===== src/scm_pkg.sv =====
package scm_pkg;

	// Register bus widths
	localparam int unsigned ADDR_W = 16;
	localparam int unsigned DATA_W = 8;

	// Register offsets
	localparam logic [15:0] ADDR_CTRL1     = 16'h0120;
	localparam logic [15:0] ADDR_CTRL2     = 16'h0121;
	localparam logic [15:0] ADDR_CTRL3     = 16'h0122;
	localparam logic [15:0] ADDR_TS_DELAY  = 16'h0123;
	localparam logic [15:0] ADDR_STATUS1   = 16'h0128;
	localparam logic [15:0] ADDR_STATUS2   = 16'h0129;
	localparam logic [15:0] ADDR_COUNT     = 16'h012A;
	localparam logic [15:0] ADDR_SYNC_MODE = 16'h01FF;
	localparam logic [15:0] ADDR_IRQ_STAT  = 16'h0130;
	localparam logic [15:0] ADDR_IRQ_MASK  = 16'h0131;

	// Control and sync field positions and writable bits
	localparam int unsigned CTRL1_FLAG_RST_BIT = 6;
	localparam int unsigned CTRL1_EDGE_SEL_BIT = 4;
	localparam int unsigned CTRL1_CLK_EDGE_BIT = 3;
	localparam int unsigned CTRL1_MODE_LSB     = 1;
	localparam logic [7:0]  CTRL1_WR_MASK      = 8'h5E;
	localparam logic [7:0]  CTRL2_WR_MASK      = 8'h0F;
	localparam logic [7:0]  CTRL3_WR_MASK      = 8'h0F;
	localparam logic [7:0]  TS_DELAY_WR_MASK   = 8'h7F;
	localparam logic [7:0]  SYNC_WR_MASK       = 8'h01;
	localparam int unsigned CTRL3_WIN_POS_LSB  = 0;
	localparam int unsigned SYNC_MODE_BIT      = 0;

	// Capture mode codes
	localparam logic [1:0] MODE_DISABLED = 2'h0;
	localparam logic [1:0] MODE_CONT     = 2'h1;
	localparam logic [1:0] MODE_NSHOT    = 2'h2;

	// Synchronization mode codes
	localparam logic SYNC_DIV_RESET = 1'b0;
	localparam logic SYNC_TIMESTAMP = 1'b1;

	// Reset, lateness and phase reference values
	localparam logic [7:0] REG_RST     = 8'h00;
	localparam logic [2:0] LATE_SAT    = 3'h4;
	localparam logic [2:0] LATE_FIRST  = 3'h1;
	localparam logic [3:0] PHASE_ZERO  = 4'h0;

	// Interrupt status bits
	localparam int unsigned IRQ_W        = 3;
	localparam int unsigned IRQ_CAP_BIT  = 0;
	localparam int unsigned IRQ_MISS_BIT = 1;
	localparam int unsigned IRQ_LINK_BIT = 2;

	// N-shot sequencing states
	typedef enum logic {SCM_NS_WAIT, SCM_NS_DONE} scm_nshot_e;

endpackage : scm_pkg


===== src/scm_cap_if.sv =====
`timescale 1ns/1ps
interface scm_cap_if;
	logic cap;
	logic miss;
	logic [2:0] lateness;

	// Edge qualifier drives, top consumes
	modport src (output cap, output miss, output lateness);
	modport snk (input cap, input miss, input lateness);
endinterface : scm_cap_if


===== src/scm_ts_delay.sv =====
`timescale 1ns/1ps
module scm_ts_delay
#(
	parameter int unsigned DLY_W = 7
)
(
	input  wire logic             core_clk_i, // Sample clock
	input  wire logic             rstn_i,     // Sync reset, low
	input  wire logic             start_i,    // Capture strobe
	input  wire logic [DLY_W-1:0] delay_i,    // Delay in cycles
	output logic                  fire_o      // Timestamp pulse
);

	logic [DLY_W-1:0] cnt_r;
	logic             busy_r;

	// Countdown; a new start restarts the delay
	always_ff @(posedge core_clk_i)
	begin
		if (!rstn_i)
		begin
			cnt_r  <= '0;
			busy_r <= 1'b0;
			fire_o <= 1'b0;
		end
		else if (start_i)
		begin
			cnt_r  <= delay_i - 1'b1;
			busy_r <= (delay_i != '0);
			fire_o <= (delay_i == '0);
		end
		else
		begin
			cnt_r  <= cnt_r - 1'b1;
			busy_r <= busy_r && (cnt_r != '0);
			fire_o <= busy_r && (cnt_r == '0);
		end
	end

	// Zero delay fires on the next edge
	property p_zero_delay;
		@(posedge core_clk_i) disable iff (!rstn_i)
		(start_i && delay_i == '0) |=> fire_o;
	endproperty
	a_zero_delay: assert property (p_zero_delay) else $error("zero delay did not fire");

endmodule : scm_ts_delay


===== src/scm_sysref_edge.sv =====
`timescale 1ns/1ps
module scm_sysref_edge
(
	input  wire logic       core_clk_i, // Sample clock
	input  wire logic       rstn_i,     // Sync reset, low
	input  wire logic       sysref_i,   // Alignment pulse level
	input  wire logic       align_i,    // Expected capture instant
	input  wire logic       fall_sel_i, // Use high to low edge
	input  wire logic [1:0] mode_i,     // Capture mode
	input  wire logic [1:0] window_i,   // Positive skew window
	input  wire logic [3:0] ignore_i,   // N-shot ignore count
	input  wire logic       rearm_i,    // Restart N-shot
	scm_cap_if.src          cap_if      // Capture events
);

	logic                sref_d_r;
	logic [2:0]          late_r;
	logic [3:0]          ign_r;
	scm_pkg::scm_nshot_e ns_r;
	logic                cap_r;
	logic                miss_r;

	// Edge detection and window qualification
	wire logic       raw_edge = fall_sel_i ? (sref_d_r & ~sysref_i) : (sysref_i & ~sref_d_r);
	wire logic [2:0] lateness = align_i ? 3'h0 : late_r;
	wire logic       in_win   = (lateness <= {1'b0, window_i});
	wire logic       cont     = (mode_i == scm_pkg::MODE_CONT);
	wire logic       nshot    = (mode_i == scm_pkg::MODE_NSHOT);
	wire logic       ns_wait  = nshot && (ns_r == scm_pkg::SCM_NS_WAIT);
	wire logic       ns_skip  = ns_wait && (ign_r < ignore_i);
	wire logic       eligible = raw_edge && (cont || (ns_wait && !ns_skip));
	wire logic       take     = eligible && in_win;

	assign cap_if.cap      = cap_r;
	assign cap_if.miss     = miss_r;
	assign cap_if.lateness = late_r;

	// Lateness counter and output pulses
	always_ff @(posedge core_clk_i)
	begin
		if (!rstn_i)
		begin
			sref_d_r <= 1'b0;
			late_r   <= scm_pkg::LATE_SAT;
			cap_r    <= 1'b0;
			miss_r   <= 1'b0;
		end
		else
		begin
			sref_d_r <= sysref_i;
			late_r   <= align_i ? scm_pkg::LATE_FIRST :
			            (late_r < scm_pkg::LATE_SAT) ? late_r + 3'h1 : late_r;
			cap_r    <= take;
			miss_r   <= eligible && !in_win;
		end
	end

	// N-shot ignore count and one-shot state
	always_ff @(posedge core_clk_i)
	begin
		if (!rstn_i || rearm_i)
		begin
			ign_r <= 4'h0;
			ns_r  <= scm_pkg::SCM_NS_WAIT;
		end
		else
		begin
			if (raw_edge && ns_skip)
				ign_r <= ign_r + 4'h1;
			if (take && nshot)
				ns_r <= scm_pkg::SCM_NS_DONE;
		end
	end

	property p_exact_window;
		@(posedge core_clk_i) disable iff (!rstn_i)
		(raw_edge && cont && window_i == 2'h0 && !align_i) |=> !cap_if.cap;
	endproperty
	a_exact_window: assert property (p_exact_window) else $error("late capture accepted");

	property p_late_three;
		@(posedge core_clk_i) disable iff (!rstn_i)
		(raw_edge && cont && window_i == 2'h3 && lateness == 3'h3) |=> cap_if.cap;
	endproperty
	a_late_three: assert property (p_late_three) else $error("in-window capture lost");

	property p_nshot_skip;
		@(posedge core_clk_i) disable iff (!rstn_i)
		(raw_edge && ns_skip && !rearm_i) |=> (!cap_if.cap && ign_r == $past(ign_r) + 4'h1);
	endproperty
	a_nshot_skip: assert property (p_nshot_skip) else $error("ignored edge acted on");

endmodule : scm_sysref_edge


===== src/sysref_capture_monitor.sv =====
`timescale 1ns/1ps
// Behaviour
// - Positive skew window codes 0..3 accept captures up to that many cycles late.
// - Timestamp output delayed by the seven-bit programmed count, 0 to 127 cycles.
// - Hold status at bits 7:4, setup status at bits 3:0, read-only.
// - Each capture records the four-bit divider phase, half input cycle per step.
// - Eight-bit capture counter increments per captured event, wraps after 255.
// - Flag-reset bit six of control 1 clears the capture counter.
// - Divider-reset mode: each capture resets every internal clock divider.
// - Divider-reset mode: capture that shifts divider phase takes the link down.
// - Timestamp mode: capture leaves dividers, link and signal monitor untouched.
// - Timestamp mode: capture marks the sample then in the data path.
// - Flag-reset bit high holds setup and hold flags cleared; low runs normally.
// - N-shot skips the programmed number of transitions, then acts on next.
module sysref_capture_monitor
#(
	parameter int unsigned DLY_W = 7
)
(
	input  wire logic        core_clk_i,   // Sample clock
	input  wire logic        rstn_i,       // Sync reset, low
	input  wire logic [15:0] addr_i,       // Register address
	input  wire logic [7:0]  wdata_i,      // Write data
	input  wire logic        wr_i,         // Write strobe
	input  wire logic        rd_i,         // Read strobe
	output logic      [7:0]  rdata_o,      // Read data, next cycle
	input  wire logic        sysref_i,     // Alignment pulse level
	input  wire logic        align_i,      // Expected capture instant
	input  wire logic [3:0]  div_phase_i,  // Live divider phase
	input  wire logic [3:0]  setup_i,      // Setup window monitor
	input  wire logic [3:0]  hold_i,       // Hold window monitor
	output logic             div_reset_o,  // Divider reset pulse
	output logic             link_down_o,  // Link drop pulse
	output logic             ts_mark_o,    // Timestamped sample pulse
	output logic             irq_o         // Level interrupt
);

	// Software registers
	logic [7:0]               ctrl1_r;
	logic [7:0]               ctrl2_r;
	logic [7:0]               ctrl3_r;
	logic [7:0]               ts_delay_r;
	logic [7:0]               sync_r;
	logic [scm_pkg::IRQ_W-1:0] irq_stat_r;
	logic [scm_pkg::IRQ_W-1:0] irq_mask_r;

	// Captured state
	logic [3:0] setup_r;
	logic [3:0] hold_r;
	logic [3:0] phase_r;
	logic [7:0] count_r;
	logic [7:0] count_nxt;

	scm_cap_if cap_if ();

	// Address match helper
	function automatic logic hit(input logic [15:0] a, input logic [15:0] off);
		hit = (a == off);
	endfunction : hit

	// Write decode
	wire logic wr_ctrl1  = wr_i && hit(addr_i, scm_pkg::ADDR_CTRL1);
	wire logic wr_ctrl2  = wr_i && hit(addr_i, scm_pkg::ADDR_CTRL2);
	wire logic wr_ctrl3  = wr_i && hit(addr_i, scm_pkg::ADDR_CTRL3);
	wire logic wr_delay  = wr_i && hit(addr_i, scm_pkg::ADDR_TS_DELAY);
	wire logic wr_sync   = wr_i && hit(addr_i, scm_pkg::ADDR_SYNC_MODE);
	wire logic wr_istat  = wr_i && hit(addr_i, scm_pkg::ADDR_IRQ_STAT);
	wire logic wr_imask  = wr_i && hit(addr_i, scm_pkg::ADDR_IRQ_MASK);

	// Control fields
	wire logic       flag_rst  = ctrl1_r[scm_pkg::CTRL1_FLAG_RST_BIT];
	wire logic       fall_sel  = ctrl1_r[scm_pkg::CTRL1_EDGE_SEL_BIT];
	wire logic [1:0] cap_mode  = ctrl1_r[scm_pkg::CTRL1_MODE_LSB +: 2];
	wire logic [3:0] ign_sel   = ctrl2_r[3:0];
	wire logic [1:0] win_pos   = ctrl3_r[scm_pkg::CTRL3_WIN_POS_LSB +: 2];
	wire logic [6:0] ts_delay  = ts_delay_r[6:0];
	wire logic       ts_mode   = (sync_r[scm_pkg::SYNC_MODE_BIT] == scm_pkg::SYNC_TIMESTAMP);
	wire logic       rearm     = wr_ctrl1 || wr_ctrl2;

	// Capture effects per mode
	wire logic       cap       = cap_if.cap;
	wire logic       div_sync  = cap && !ts_mode;
	wire logic       phase_off = (div_phase_i != scm_pkg::PHASE_ZERO);
	wire logic       ts_start  = cap && ts_mode;

	// Sticky event sources
	wire logic [scm_pkg::IRQ_W-1:0] irq_set =
		{div_sync && phase_off, cap_if.miss, cap};

	// Read mux
	wire logic [7:0] rd_mux =
		hit(addr_i, scm_pkg::ADDR_CTRL1)     ? ctrl1_r :
		hit(addr_i, scm_pkg::ADDR_CTRL2)     ? ctrl2_r :
		hit(addr_i, scm_pkg::ADDR_CTRL3)     ? ctrl3_r :
		hit(addr_i, scm_pkg::ADDR_TS_DELAY)  ? ts_delay_r :
		hit(addr_i, scm_pkg::ADDR_STATUS1)   ? {hold_r, setup_r} :
		hit(addr_i, scm_pkg::ADDR_STATUS2)   ? {4'h0, phase_r} :
		hit(addr_i, scm_pkg::ADDR_COUNT)     ? count_r :
		hit(addr_i, scm_pkg::ADDR_SYNC_MODE) ? sync_r :
		hit(addr_i, scm_pkg::ADDR_IRQ_STAT)  ? {5'h00, irq_stat_r} :
		hit(addr_i, scm_pkg::ADDR_IRQ_MASK)  ? {5'h00, irq_mask_r} :
		8'h00;

	// Counter next value, wraps by width
	assign count_nxt = flag_rst ? 8'h00 : (cap ? count_r + 8'h01 : count_r);

	assign irq_o = |(irq_stat_r & irq_mask_r);

	// Edge qualification and N-shot sequencing
	scm_sysref_edge u_edge
	(
		.core_clk_i (core_clk_i),
		.rstn_i     (rstn_i),
		.sysref_i   (sysref_i),
		.align_i    (align_i),
		.fall_sel_i (fall_sel),
		.mode_i     (cap_mode),
		.window_i   (win_pos),
		.ignore_i   (ign_sel),
		.rearm_i    (rearm),
		.cap_if     (cap_if.src)
	);

	// Timestamp delay line
	scm_ts_delay #(.DLY_W(DLY_W)) u_delay
	(
		.core_clk_i (core_clk_i),
		.rstn_i     (rstn_i),
		.start_i    (ts_start),
		.delay_i    (ts_delay[DLY_W-1:0]),
		.fire_o     (ts_mark_o)
	);

	// Control registers
	always_ff @(posedge core_clk_i)
	begin
		if (!rstn_i)
		begin
			ctrl1_r    <= scm_pkg::REG_RST;
			ctrl2_r    <= scm_pkg::REG_RST;
			ctrl3_r    <= scm_pkg::REG_RST;
			ts_delay_r <= scm_pkg::REG_RST;
			sync_r     <= scm_pkg::REG_RST;
			irq_mask_r <= '0;
		end
		else
		begin
			if (wr_ctrl1)
				ctrl1_r <= wdata_i & scm_pkg::CTRL1_WR_MASK;
			if (wr_ctrl2)
				ctrl2_r <= wdata_i & scm_pkg::CTRL2_WR_MASK;
			if (wr_ctrl3)
				ctrl3_r <= wdata_i & scm_pkg::CTRL3_WR_MASK;
			if (wr_delay)
				ts_delay_r <= wdata_i & scm_pkg::TS_DELAY_WR_MASK;
			if (wr_sync)
				sync_r <= wdata_i & scm_pkg::SYNC_WR_MASK;
			if (wr_imask)
				irq_mask_r <= wdata_i[scm_pkg::IRQ_W-1:0];
		end
	end

	// Status capture; flag reset holds flags cleared
	always_ff @(posedge core_clk_i)
	begin
		if (!rstn_i)
		begin
			setup_r <= 4'h0;
			hold_r  <= 4'h0;
			phase_r <= 4'h0;
			count_r <= 8'h00;
		end
		else
		begin
			count_r <= count_nxt;
			if (flag_rst)
			begin
				setup_r <= 4'h0;
				hold_r  <= 4'h0;
			end
			else if (cap)
			begin
				setup_r <= setup_i;
				hold_r  <= hold_i;
			end
			if (cap)
				phase_r <= div_phase_i;
		end
	end

	// Divider and link effects only in divider-reset mode
	always_ff @(posedge core_clk_i)
	begin
		if (!rstn_i)
		begin
			div_reset_o <= 1'b0;
			link_down_o <= 1'b0;
		end
		else
		begin
			div_reset_o <= div_sync;
			link_down_o <= div_sync && phase_off;
		end
	end

	// Sticky interrupt status, set beats write-one clear
	always_ff @(posedge core_clk_i)
	begin
		if (!rstn_i)
			irq_stat_r <= '0;
		else
			irq_stat_r <= (irq_stat_r & ~(wr_istat ? wdata_i[scm_pkg::IRQ_W-1:0] : '0)) | irq_set;
	end

	// Read data for one cycle after the strobe
	always_ff @(posedge core_clk_i)
	begin
		if (!rstn_i)
			rdata_o <= 8'h00;
		else
			rdata_o <= rd_i ? rd_mux : 8'h00;
	end

	property p_ts_delay3;
		@(posedge core_clk_i) disable iff (!rstn_i)
		(ts_start && ts_delay == 7'h03) ##1 (!ts_start && !wr_delay) [*3] |=> ts_mark_o;
	endproperty
	a_ts_delay3: assert property (p_ts_delay3) else $error("timestamp delay wrong");

	property p_status_latch;
		@(posedge core_clk_i) disable iff (!rstn_i)
		(cap && !flag_rst) |=> ({hold_r, setup_r} == {$past(hold_i), $past(setup_i)});
	endproperty
	a_status_latch: assert property (p_status_latch) else $error("status not latched");

	property p_phase_latch;
		@(posedge core_clk_i) disable iff (!rstn_i)
		cap |=> (phase_r == $past(div_phase_i));
	endproperty
	a_phase_latch: assert property (p_phase_latch) else $error("phase not recorded");

	property p_count_inc;
		@(posedge core_clk_i) disable iff (!rstn_i)
		(cap && !flag_rst) |=> (count_r == $past(count_r) + 8'h01);
	endproperty
	a_count_inc: assert property (p_count_inc) else $error("counter did not step");

	property p_flag_clear;
		@(posedge core_clk_i) disable iff (!rstn_i)
		flag_rst |=> (count_r == 8'h00 && setup_r == 4'h0 && hold_r == 4'h0);
	endproperty
	a_flag_clear: assert property (p_flag_clear) else $error("flag reset did not clear");

	property p_div_reset;
		@(posedge core_clk_i) disable iff (!rstn_i)
		(cap && !ts_mode) |=> div_reset_o;
	endproperty
	a_div_reset: assert property (p_div_reset) else $error("divider reset missing");

	property p_link_down;
		@(posedge core_clk_i) disable iff (!rstn_i)
		(cap && !ts_mode && phase_off) |=> (link_down_o && div_reset_o);
	endproperty
	a_link_down: assert property (p_link_down) else $error("link not dropped");

	property p_ts_quiet;
		@(posedge core_clk_i) disable iff (!rstn_i)
		(div_reset_o || link_down_o) |-> $past(cap && !ts_mode);
	endproperty
	a_ts_quiet: assert property (p_ts_quiet) else $error("timestamp mode touched dividers");

	property p_ts_mark;
		@(posedge core_clk_i) disable iff (!rstn_i)
		(cap && ts_mode && ts_delay == 7'h00) |=> (ts_mark_o && !div_reset_o);
	endproperty
	a_ts_mark: assert property (p_ts_mark) else $error("sample not marked");

	property p_irq_sticky;
		@(posedge core_clk_i) disable iff (!rstn_i)
		cap |=> irq_stat_r[scm_pkg::IRQ_CAP_BIT];
	endproperty
	a_irq_sticky: assert property (p_irq_sticky) else $error("capture event lost");

	property p_cap_window;
		@(posedge core_clk_i) disable iff (!rstn_i)
		cap |-> ($past(align_i) || ($past(cap_if.lateness) <= {1'b0, $past(win_pos)}));
	endproperty
	a_cap_window: assert property (p_cap_window) else $error("capture outside window");

	property p_miss_window;
		@(posedge core_clk_i) disable iff (!rstn_i)
		cap_if.miss |-> (!$past(align_i) && ($past(cap_if.lateness) > {1'b0, $past(win_pos)}));
	endproperty
	a_miss_window: assert property (p_miss_window) else $error("in-window edge missed");

	property p_rd_status;
		@(posedge core_clk_i) disable iff (!rstn_i)
		(rd_i && addr_i == scm_pkg::ADDR_STATUS1) |=> (rdata_o == {$past(hold_r), $past(setup_r)});
	endproperty
	a_rd_status: assert property (p_rd_status) else $error("status read wrong");

	property p_rd_idle;
		@(posedge core_clk_i) disable iff (!rstn_i)
		!rd_i |=> (rdata_o == 8'h00);
	endproperty
	a_rd_idle: assert property (p_rd_idle) else $error("read data without strobe");

	property p_count_hold;
		@(posedge core_clk_i) disable iff (!rstn_i)
		(!flag_rst && !cap) |=> (count_r == $past(count_r));
	endproperty
	a_count_hold: assert property (p_count_hold) else $error("counter moved");

	property p_count_wrap;
		@(posedge core_clk_i) disable iff (!rstn_i)
		(cap && !flag_rst && count_r == 8'hFF) |=> (count_r == 8'h00);
	endproperty
	a_count_wrap: assert property (p_count_wrap) else $error("counter did not wrap");

	property p_phase_hold;
		@(posedge core_clk_i) disable iff (!rstn_i)
		!cap |=> (phase_r == $past(phase_r));
	endproperty
	a_phase_hold: assert property (p_phase_hold) else $error("phase moved");

	property p_flags_run;
		@(posedge core_clk_i) disable iff (!rstn_i)
		(!flag_rst && !cap) |=> ({hold_r, setup_r} == $past({hold_r, setup_r}));
	endproperty
	a_flags_run: assert property (p_flags_run) else $error("status flags moved");

	property p_ts_no_div;
		@(posedge core_clk_i) disable iff (!rstn_i)
		(cap && ts_mode) |=> (!div_reset_o && !link_down_o);
	endproperty
	a_ts_no_div: assert property (p_ts_no_div) else $error("timestamp capture hit dividers");

	property p_miss_sticky;
		@(posedge core_clk_i) disable iff (!rstn_i)
		cap_if.miss |=> irq_stat_r[scm_pkg::IRQ_MISS_BIT];
	endproperty
	a_miss_sticky: assert property (p_miss_sticky) else $error("miss event lost");

	property p_link_sticky;
		@(posedge core_clk_i) disable iff (!rstn_i)
		link_down_o |-> irq_stat_r[scm_pkg::IRQ_LINK_BIT];
	endproperty
	a_link_sticky: assert property (p_link_sticky) else $error("link event lost");

endmodule : sysref_capture_monitor


===== config.mk =====
export PLATFORM = sky130hd
export DESIGN_NAME = sysref_capture_monitor
export DESIGN_NICKNAME = d
export VERILOG_FILES = /design/src/scm_pkg.sv /design/src/scm_cap_if.sv /design/src/scm_ts_delay.sv /design/src/scm_sysref_edge.sv /design/src/sysref_capture_monitor.sv
export SDC_FILE = /design/constraint.sdc
export NUM_CORES = 1
export LEC_CHECK = 0
export ABC_CLOCK_PERIOD_IN_PS = 2580
export BUFFER_PORTS_ARGS = -buffer_cell sky130_fd_sc_hd__buf_2
export CAP_MARGIN = 10
export CORE_UTILIZATION = 30
export DETAILED_ROUTE_END_ITERATION = 10
export PLACE_DENSITY = 0.45
export SLEW_MARGIN = 20
export SYNTH_ARGS = -nofsm -noshare
export SYNTH_HDL_FRONTEND = slang
export SYNTH_SLANG_ARGS = --single-unit

===== constraint.sdc =====
create_clock -name core_clk_i -period 2.58 [get_ports core_clk_i]
set_clock_uncertainty 0.2 [all_clocks]
set_input_delay 0.387 -clock core_clk_i [delete_from_list [all_inputs] [get_ports core_clk_i]]
set_output_delay 0.387 -clock core_clk_i [all_outputs]
set_load 0.005 [all_outputs]

Yosys cells after proc, flatten, opt, wreduce, memory -nomap -nowiden
Cells that the tools add are included.
- bits in registers: 77
- output and inout port bits: 12
- logic and storage cells: 116
- add/subtract/negate cells: 5
- $lt $le $gt $ge: 3
- eq/ne operators: 12
- mux-type cells: 18
- bitwise logic cells: 11
- reduce and logical (&&, ||, !) cells: 40
- operators with widths (operator ; number):
    equality test 16 x 9 -> 1 bit (second input constant) ; 10
    two-way mux 7 bit ; 5
    two-way mux 8 bit ; 3
    two-way mux 3 bit ; 7
    logical AND 1 bit ; 20
    zero test 7 bit ; 2
    nonzero test 7 bit ; 2
    subtractor 7 x 1 -> 7 bit (second input constant) ; 2
    adder 8 x 1 -> 8 bit (second input constant) ; 1
    bitwise AND 3 bit ; 2
    OR reduction 2 bit ; 3
    NOT 1 bit ; 5
    OR reduction 5 bit ; 1
    adder 4 x 1 -> 4 bit (second input constant) ; 1
    zero test 1 bit ; 4
    < comparator 4 bit ; 1
    nonzero test 4 bit ; 1
    OR reduction 4 bit ; 1
    adder 3 x 1 -> 3 bit (second input constant) ; 1
    <= comparator 3 x 2 -> 1 bit ; 1
    logical OR 1 bit ; 3
    < comparator 3 bit (second input constant) ; 1
    two-way mux 1 bit ; 3
    NOT 3 bit ; 1
    other kinds (7) ; 8

Logic depth before layout (Yosys ltp)
- depth after elaboration: 11
- mapped depth: 8
- gate-level depth less buffers: 8

Hierarchy
A second synthesis with hierarchy kept.
- cell total of the unflattened synthesis: 400
- area total of the unflattened synthesis: 3922.5 um^2
- modules (own cells, without submodules) (module ; times used ; cells an instance ; area an instance (um^2)):
    sysref_capture_monitor ; 1 ; 274 ; 2745.1
    scm_sysref_edge ; 1 ; 72 ; 664.4
    scm_ts_delay ; 1 ; 54 ; 513.0

Least setup slack after synthesis
OpenSTA, ideal clock, no wires.
- path type: register -> register
- start: register ctrl2_r[1]
- end: register u_edge.ign_r[2]
- data arrival time: 1830 ps
- required time: 2243 ps
- setup slack: 413 ps
- stages on the path, launching flop included: 8
- path buffers: 0
- clock period less this slack: 2167 ps
- cells stage by stage: dfxtp_1 > inv_1 > ha_1 > a2111oi_0 > nor3_1 > or4_1 > o21ai_0 > a21oi_1
- longest elaborated chain between the ends: 3
- ends and longest elaborated chain (what ; line ; source):
    start: declaration ; sysref_capture_monitor.sv:40 ; logic [7:0] ctrl2_r;
    start signal: assignment ; sysref_capture_monitor.sv:140 ; ctrl2_r <= scm_pkg::REG_RST;
    start signal: assignment ; sysref_capture_monitor.sv:151 ; ctrl2_r <= wdata_i & scm_pkg::CTRL2_WR_MASK;
    < comparator 4 bit ; scm_sysref_edge.sv:30 ; wire logic ns_skip = ns_wait && (ign_r < ignore_i);
    logical AND 1 bit ; scm_sysref_edge.sv:30 ;
    logical AND 1 bit ; scm_sysref_edge.sv:68 ; if (raw_edge && ns_skip)
    end signal: assignment ; scm_sysref_edge.sv:69 ; ign_r <= ign_r + 4'h1;
    end: declaration ; scm_sysref_edge.sv:18 ; logic [3:0] ign_r;
Every way passes these cells.
A chain may end at the register's enable or synchronous reset.

Worst setup path after layout
Same ends and word-level chain as after synthesis.

==> flow_metrics.py <==
metrics = {
    "placed_design": {
        "place_congestion": 0.7909,
        "port_buffers": 52,
        "place.detailed.hpwl_um": 7338,
    },
    "sta": {
        "min_period_over_period_pct": 90.32,
        "slew_violations": 0,
        "tightest_slew_ns": 0.6418,
        "hold_violations": 0,
        "relSlewSlack_pct": 57.21,
        "max_freq_mhz": 429.1,
        "tns_ns": 0,
        "finalSetupViolCount": 0,
        "fin_crit_ns": 2.330,
        "rsz0062_at_grt": "no",
    },
    "clock_tree": {
        "cts_hold_buf": 0,
        "cts_buffer_depth": 2,
        "clkLatencyLatePin_ns": 0.35,
        "cts_inserted_buffers": 9,
        "cts.sinks": 77,
        "htreeDepth": 3,
        "cts_setup_buffers": 0,
        "post_cts_resized": 0,
        "cts_root_buf": "clkbuf_16",
        "cts_tree": "yes",
        "clk_pin_slew_ns": 0.06,
    },
    "detailed_routing": {
        "routed-via-count": 3149,
        "drt-total-wl_um": 9910,
        "firstDrtPassIters": 4,
        "wl_per_cell_um": 15.27,
        "drc": 0,
        "drtIter0Drc": 217,
        "avgViaCountPerCell": 4.852,
        "ant_nets": 0,
    },
    "worst_setup_path": {
        "r2r_slack_ns": 0.25,
        "worstPathRequired_ns": 2.61,
        "cp-start-kind": "flip-flop",
        "arrival_ns": 2.36,
        "crit_type": "reg2reg",
        "crit_fanout": 4,
        "end_kind": "flip-flop",
    },
    "cells_and_area": {
        "n_antenna_cell": 0,
        "final_cell_mix": "dfxtp_1, nor2_1, mux2i_1, buf_2, nand2_1",
        "area_growth_pct": 22.40,
        "final_util_pct": 38.05,
        "layout.cells.most_common": "dfxtp_1",
        "fin_nets": 527,
        "drive_gt1_share_pct": 19.54,
    },
    "yosys": {
        "synthFlopType": "dfxtp_1",
        "synthArstFlopShare_pct": 0,
        "yosysWarnings": 0,
        "ys_seq_area_share_pct": 40.94,
        "syn_area_per_cell_um2": 8.985,
        "synth_cells": 419,
        "syn_nets": 470,
        "yosysUniqueCellTypes": 55,
        "ys_ff_latch": 77,
        "netlist_area_mm2": 0.003765,
        "synth-edff-count": 0,
    },
    "power_and_ir_drop": {
        "total_power_uw": 2971,
        "switchingPower_uw": 681.7,
        "power_frac_clock_pct": 50.4,
        "leakage_uw": 0.001898,
        "p_int_uw": 2290,
        "sequentialPowerShare_pct": 41.6,
        "swShare_pct": 22.94,
        "power_density_mw_per_mm2": 644.8,
        "comb_power_share_pct": 8.0,
        "vdd_drop_max_v": 0.0002836,
    },
    "die": {
        "fp-row-count": 40,
        "io_pins": 54,
        "start_util_pct": 31.08,
        "chipHeight_um": 114.0,
        "fp.dieArea_mm2": 0.01300,
        "core_mm2": 0.01211,
        "die_w_um": 114.0,
    },
    "global_route": {
        "grt_pass1_vias": 3075,
        "grt_pass1_wl_um": 16370,
        "grt_start_max_net_pins": 41,
        "antenna_found_initial": 0,
        "grt_usage_pct": 16.71,
        "gr-total-overflow": 0,
    },
    "flow_run": {
        "cap_violations": 0,
    },
    "status": {
        "status": "complete, no violations",
    },
    "min_path": {
        "hp-class": "in2reg",
    },
}
flip-flops by register name, indices dropped and copies added (netlist names), 3 cells and up:
| name | flops |
|---|---|
| ctrl2_r | 4 |
| irq_stat_r | 3 |
| rdata_o | 8 |
| count_r | 8 |
| setup_r | 4 |
| u_delay.cnt_r | 7 |
| u_edge.ign_r | 4 |
| ts_delay_r | 7 |
| ctrl1_r | 5 |
| irq_mask_r | 3 |
| phase_r | 4 |
| u_edge.cap_if.lateness | 3 |
| hold_r | 4 |
| ctrl3_r | 4 |
critical path: stages (launching register included):
cell and delay (ns):
dfxtp_1 0.36, inv_1 0.08, ha_1 0.29, a2111oi_0 0.36, nor3_1 0.19, or4_1 0.50
o21ai_0 0.16, a21oi_1 0.08
path summary, 6_finish.rpt:
kind	from	endpoint	cells past startpoint
max	ctrl2_r[1]$_SDFFE_PN0P_	u_edge.ign_r[2]$_SDFFE_PP0P_	7
min	wdata_i[5]	ts_delay_r[5]$_SDFFE_PN0P_	3
min reg2reg	u_edge.cap_if.miss$_SDFF_PN0_	irq_stat_r[1]$_SDFF_PN0_	2
max reg2reg	ctrl2_r[1]$_SDFFE_PN0P_	u_edge.ign_r[2]$_SDFFE_PP0P_	7
synth_stat cells (3+ instances only):
cell type   n  area share (%)
dfxtp_1    77              41
nor2_1     69             6.9
mux2i_1    52              14
nand2_1    24             2.4
a21oi_1    21             2.8
nor3_1     16             2.1
o21ai_0    14             1.9
clkbuf_1   11             1.1
inv_1      11             1.1
nand3_1    10             1.3
ha_1        9             3.0
nand2b_1    9             1.5
nand3b_1    6             1.2
nand4_1     6             1.0
xor2_1      6             1.4
a211oi_1    5             1.0
nor4_1      5            0.83
o211ai_1    5             1.0
xnor2_1     5             1.2
buf_1       4            0.40
mux2_2      4             1.2
nor2b_1     4            0.66
a22oi_1     3            0.60
and2_1      3            0.50
nor3b_1     3            0.60
or3_1       3            0.50
stage by stage:
| step | hold slack (ns) | std cells | setup slack, ns | cell area (um^2) |
|---|---|---|---|---|
| floorplan | 0.2130 | 419 | 0.4133 | 3765 |
| global placement | 0.2354 | 633 | 0.1685 | 4258 |
| detailed placement | 0.2400 | 633 | 0.1529 | 4258 |
| CTS | 0.06544 | 649 | 0.2568 | 4608 |
| global route | 0.07188 | 649 | 0.07603 | 4608 |
| finish | 0.07225 | 649 | 0.2498 | 4608 |
power by group through the flow:
stage	Sequential, uW	Combinational, uW	Clock, uW
after floorplan	1260	153	0
after global placement	1260	233	0
after detailed placement	1260	239	0
after CTS	1230	240	1540
after global routing	1240	270	1590
final	1240	238	1500
final cells by class:
type	count	area, um^2
fillers	1306	7503
repair buffers	64	362.8
clock buffers	11	242.7
flip-flops and latches	77	1541
inverters	11	41.29
well taps	168	210.2
multi-input cells	313	2102
clock inverters	5	107.6
routing by layer:
layer	global-route usage [%]	part of all wire, %	vias up
li1	-	-	1612
met2	24.28	42	54
met4	6.926	1.7	0
met3	4.198	3.8	12
met5	0	0	-
met1	23.41	52	1471
kinds of logic after synthesis:
kind of cell	after synthesis	share of synthesized area (%)
and+or+nand+nor	175	24.89
DFF	77	40.94
AOI/OAI and AO/OA	62	10.37
muxes	56	15.02
buffers and inverters	29	3.223
xor gates and xnor gates	11	2.559
adders and majority gates	9	2.991
(Power assumes the default switching activity.)
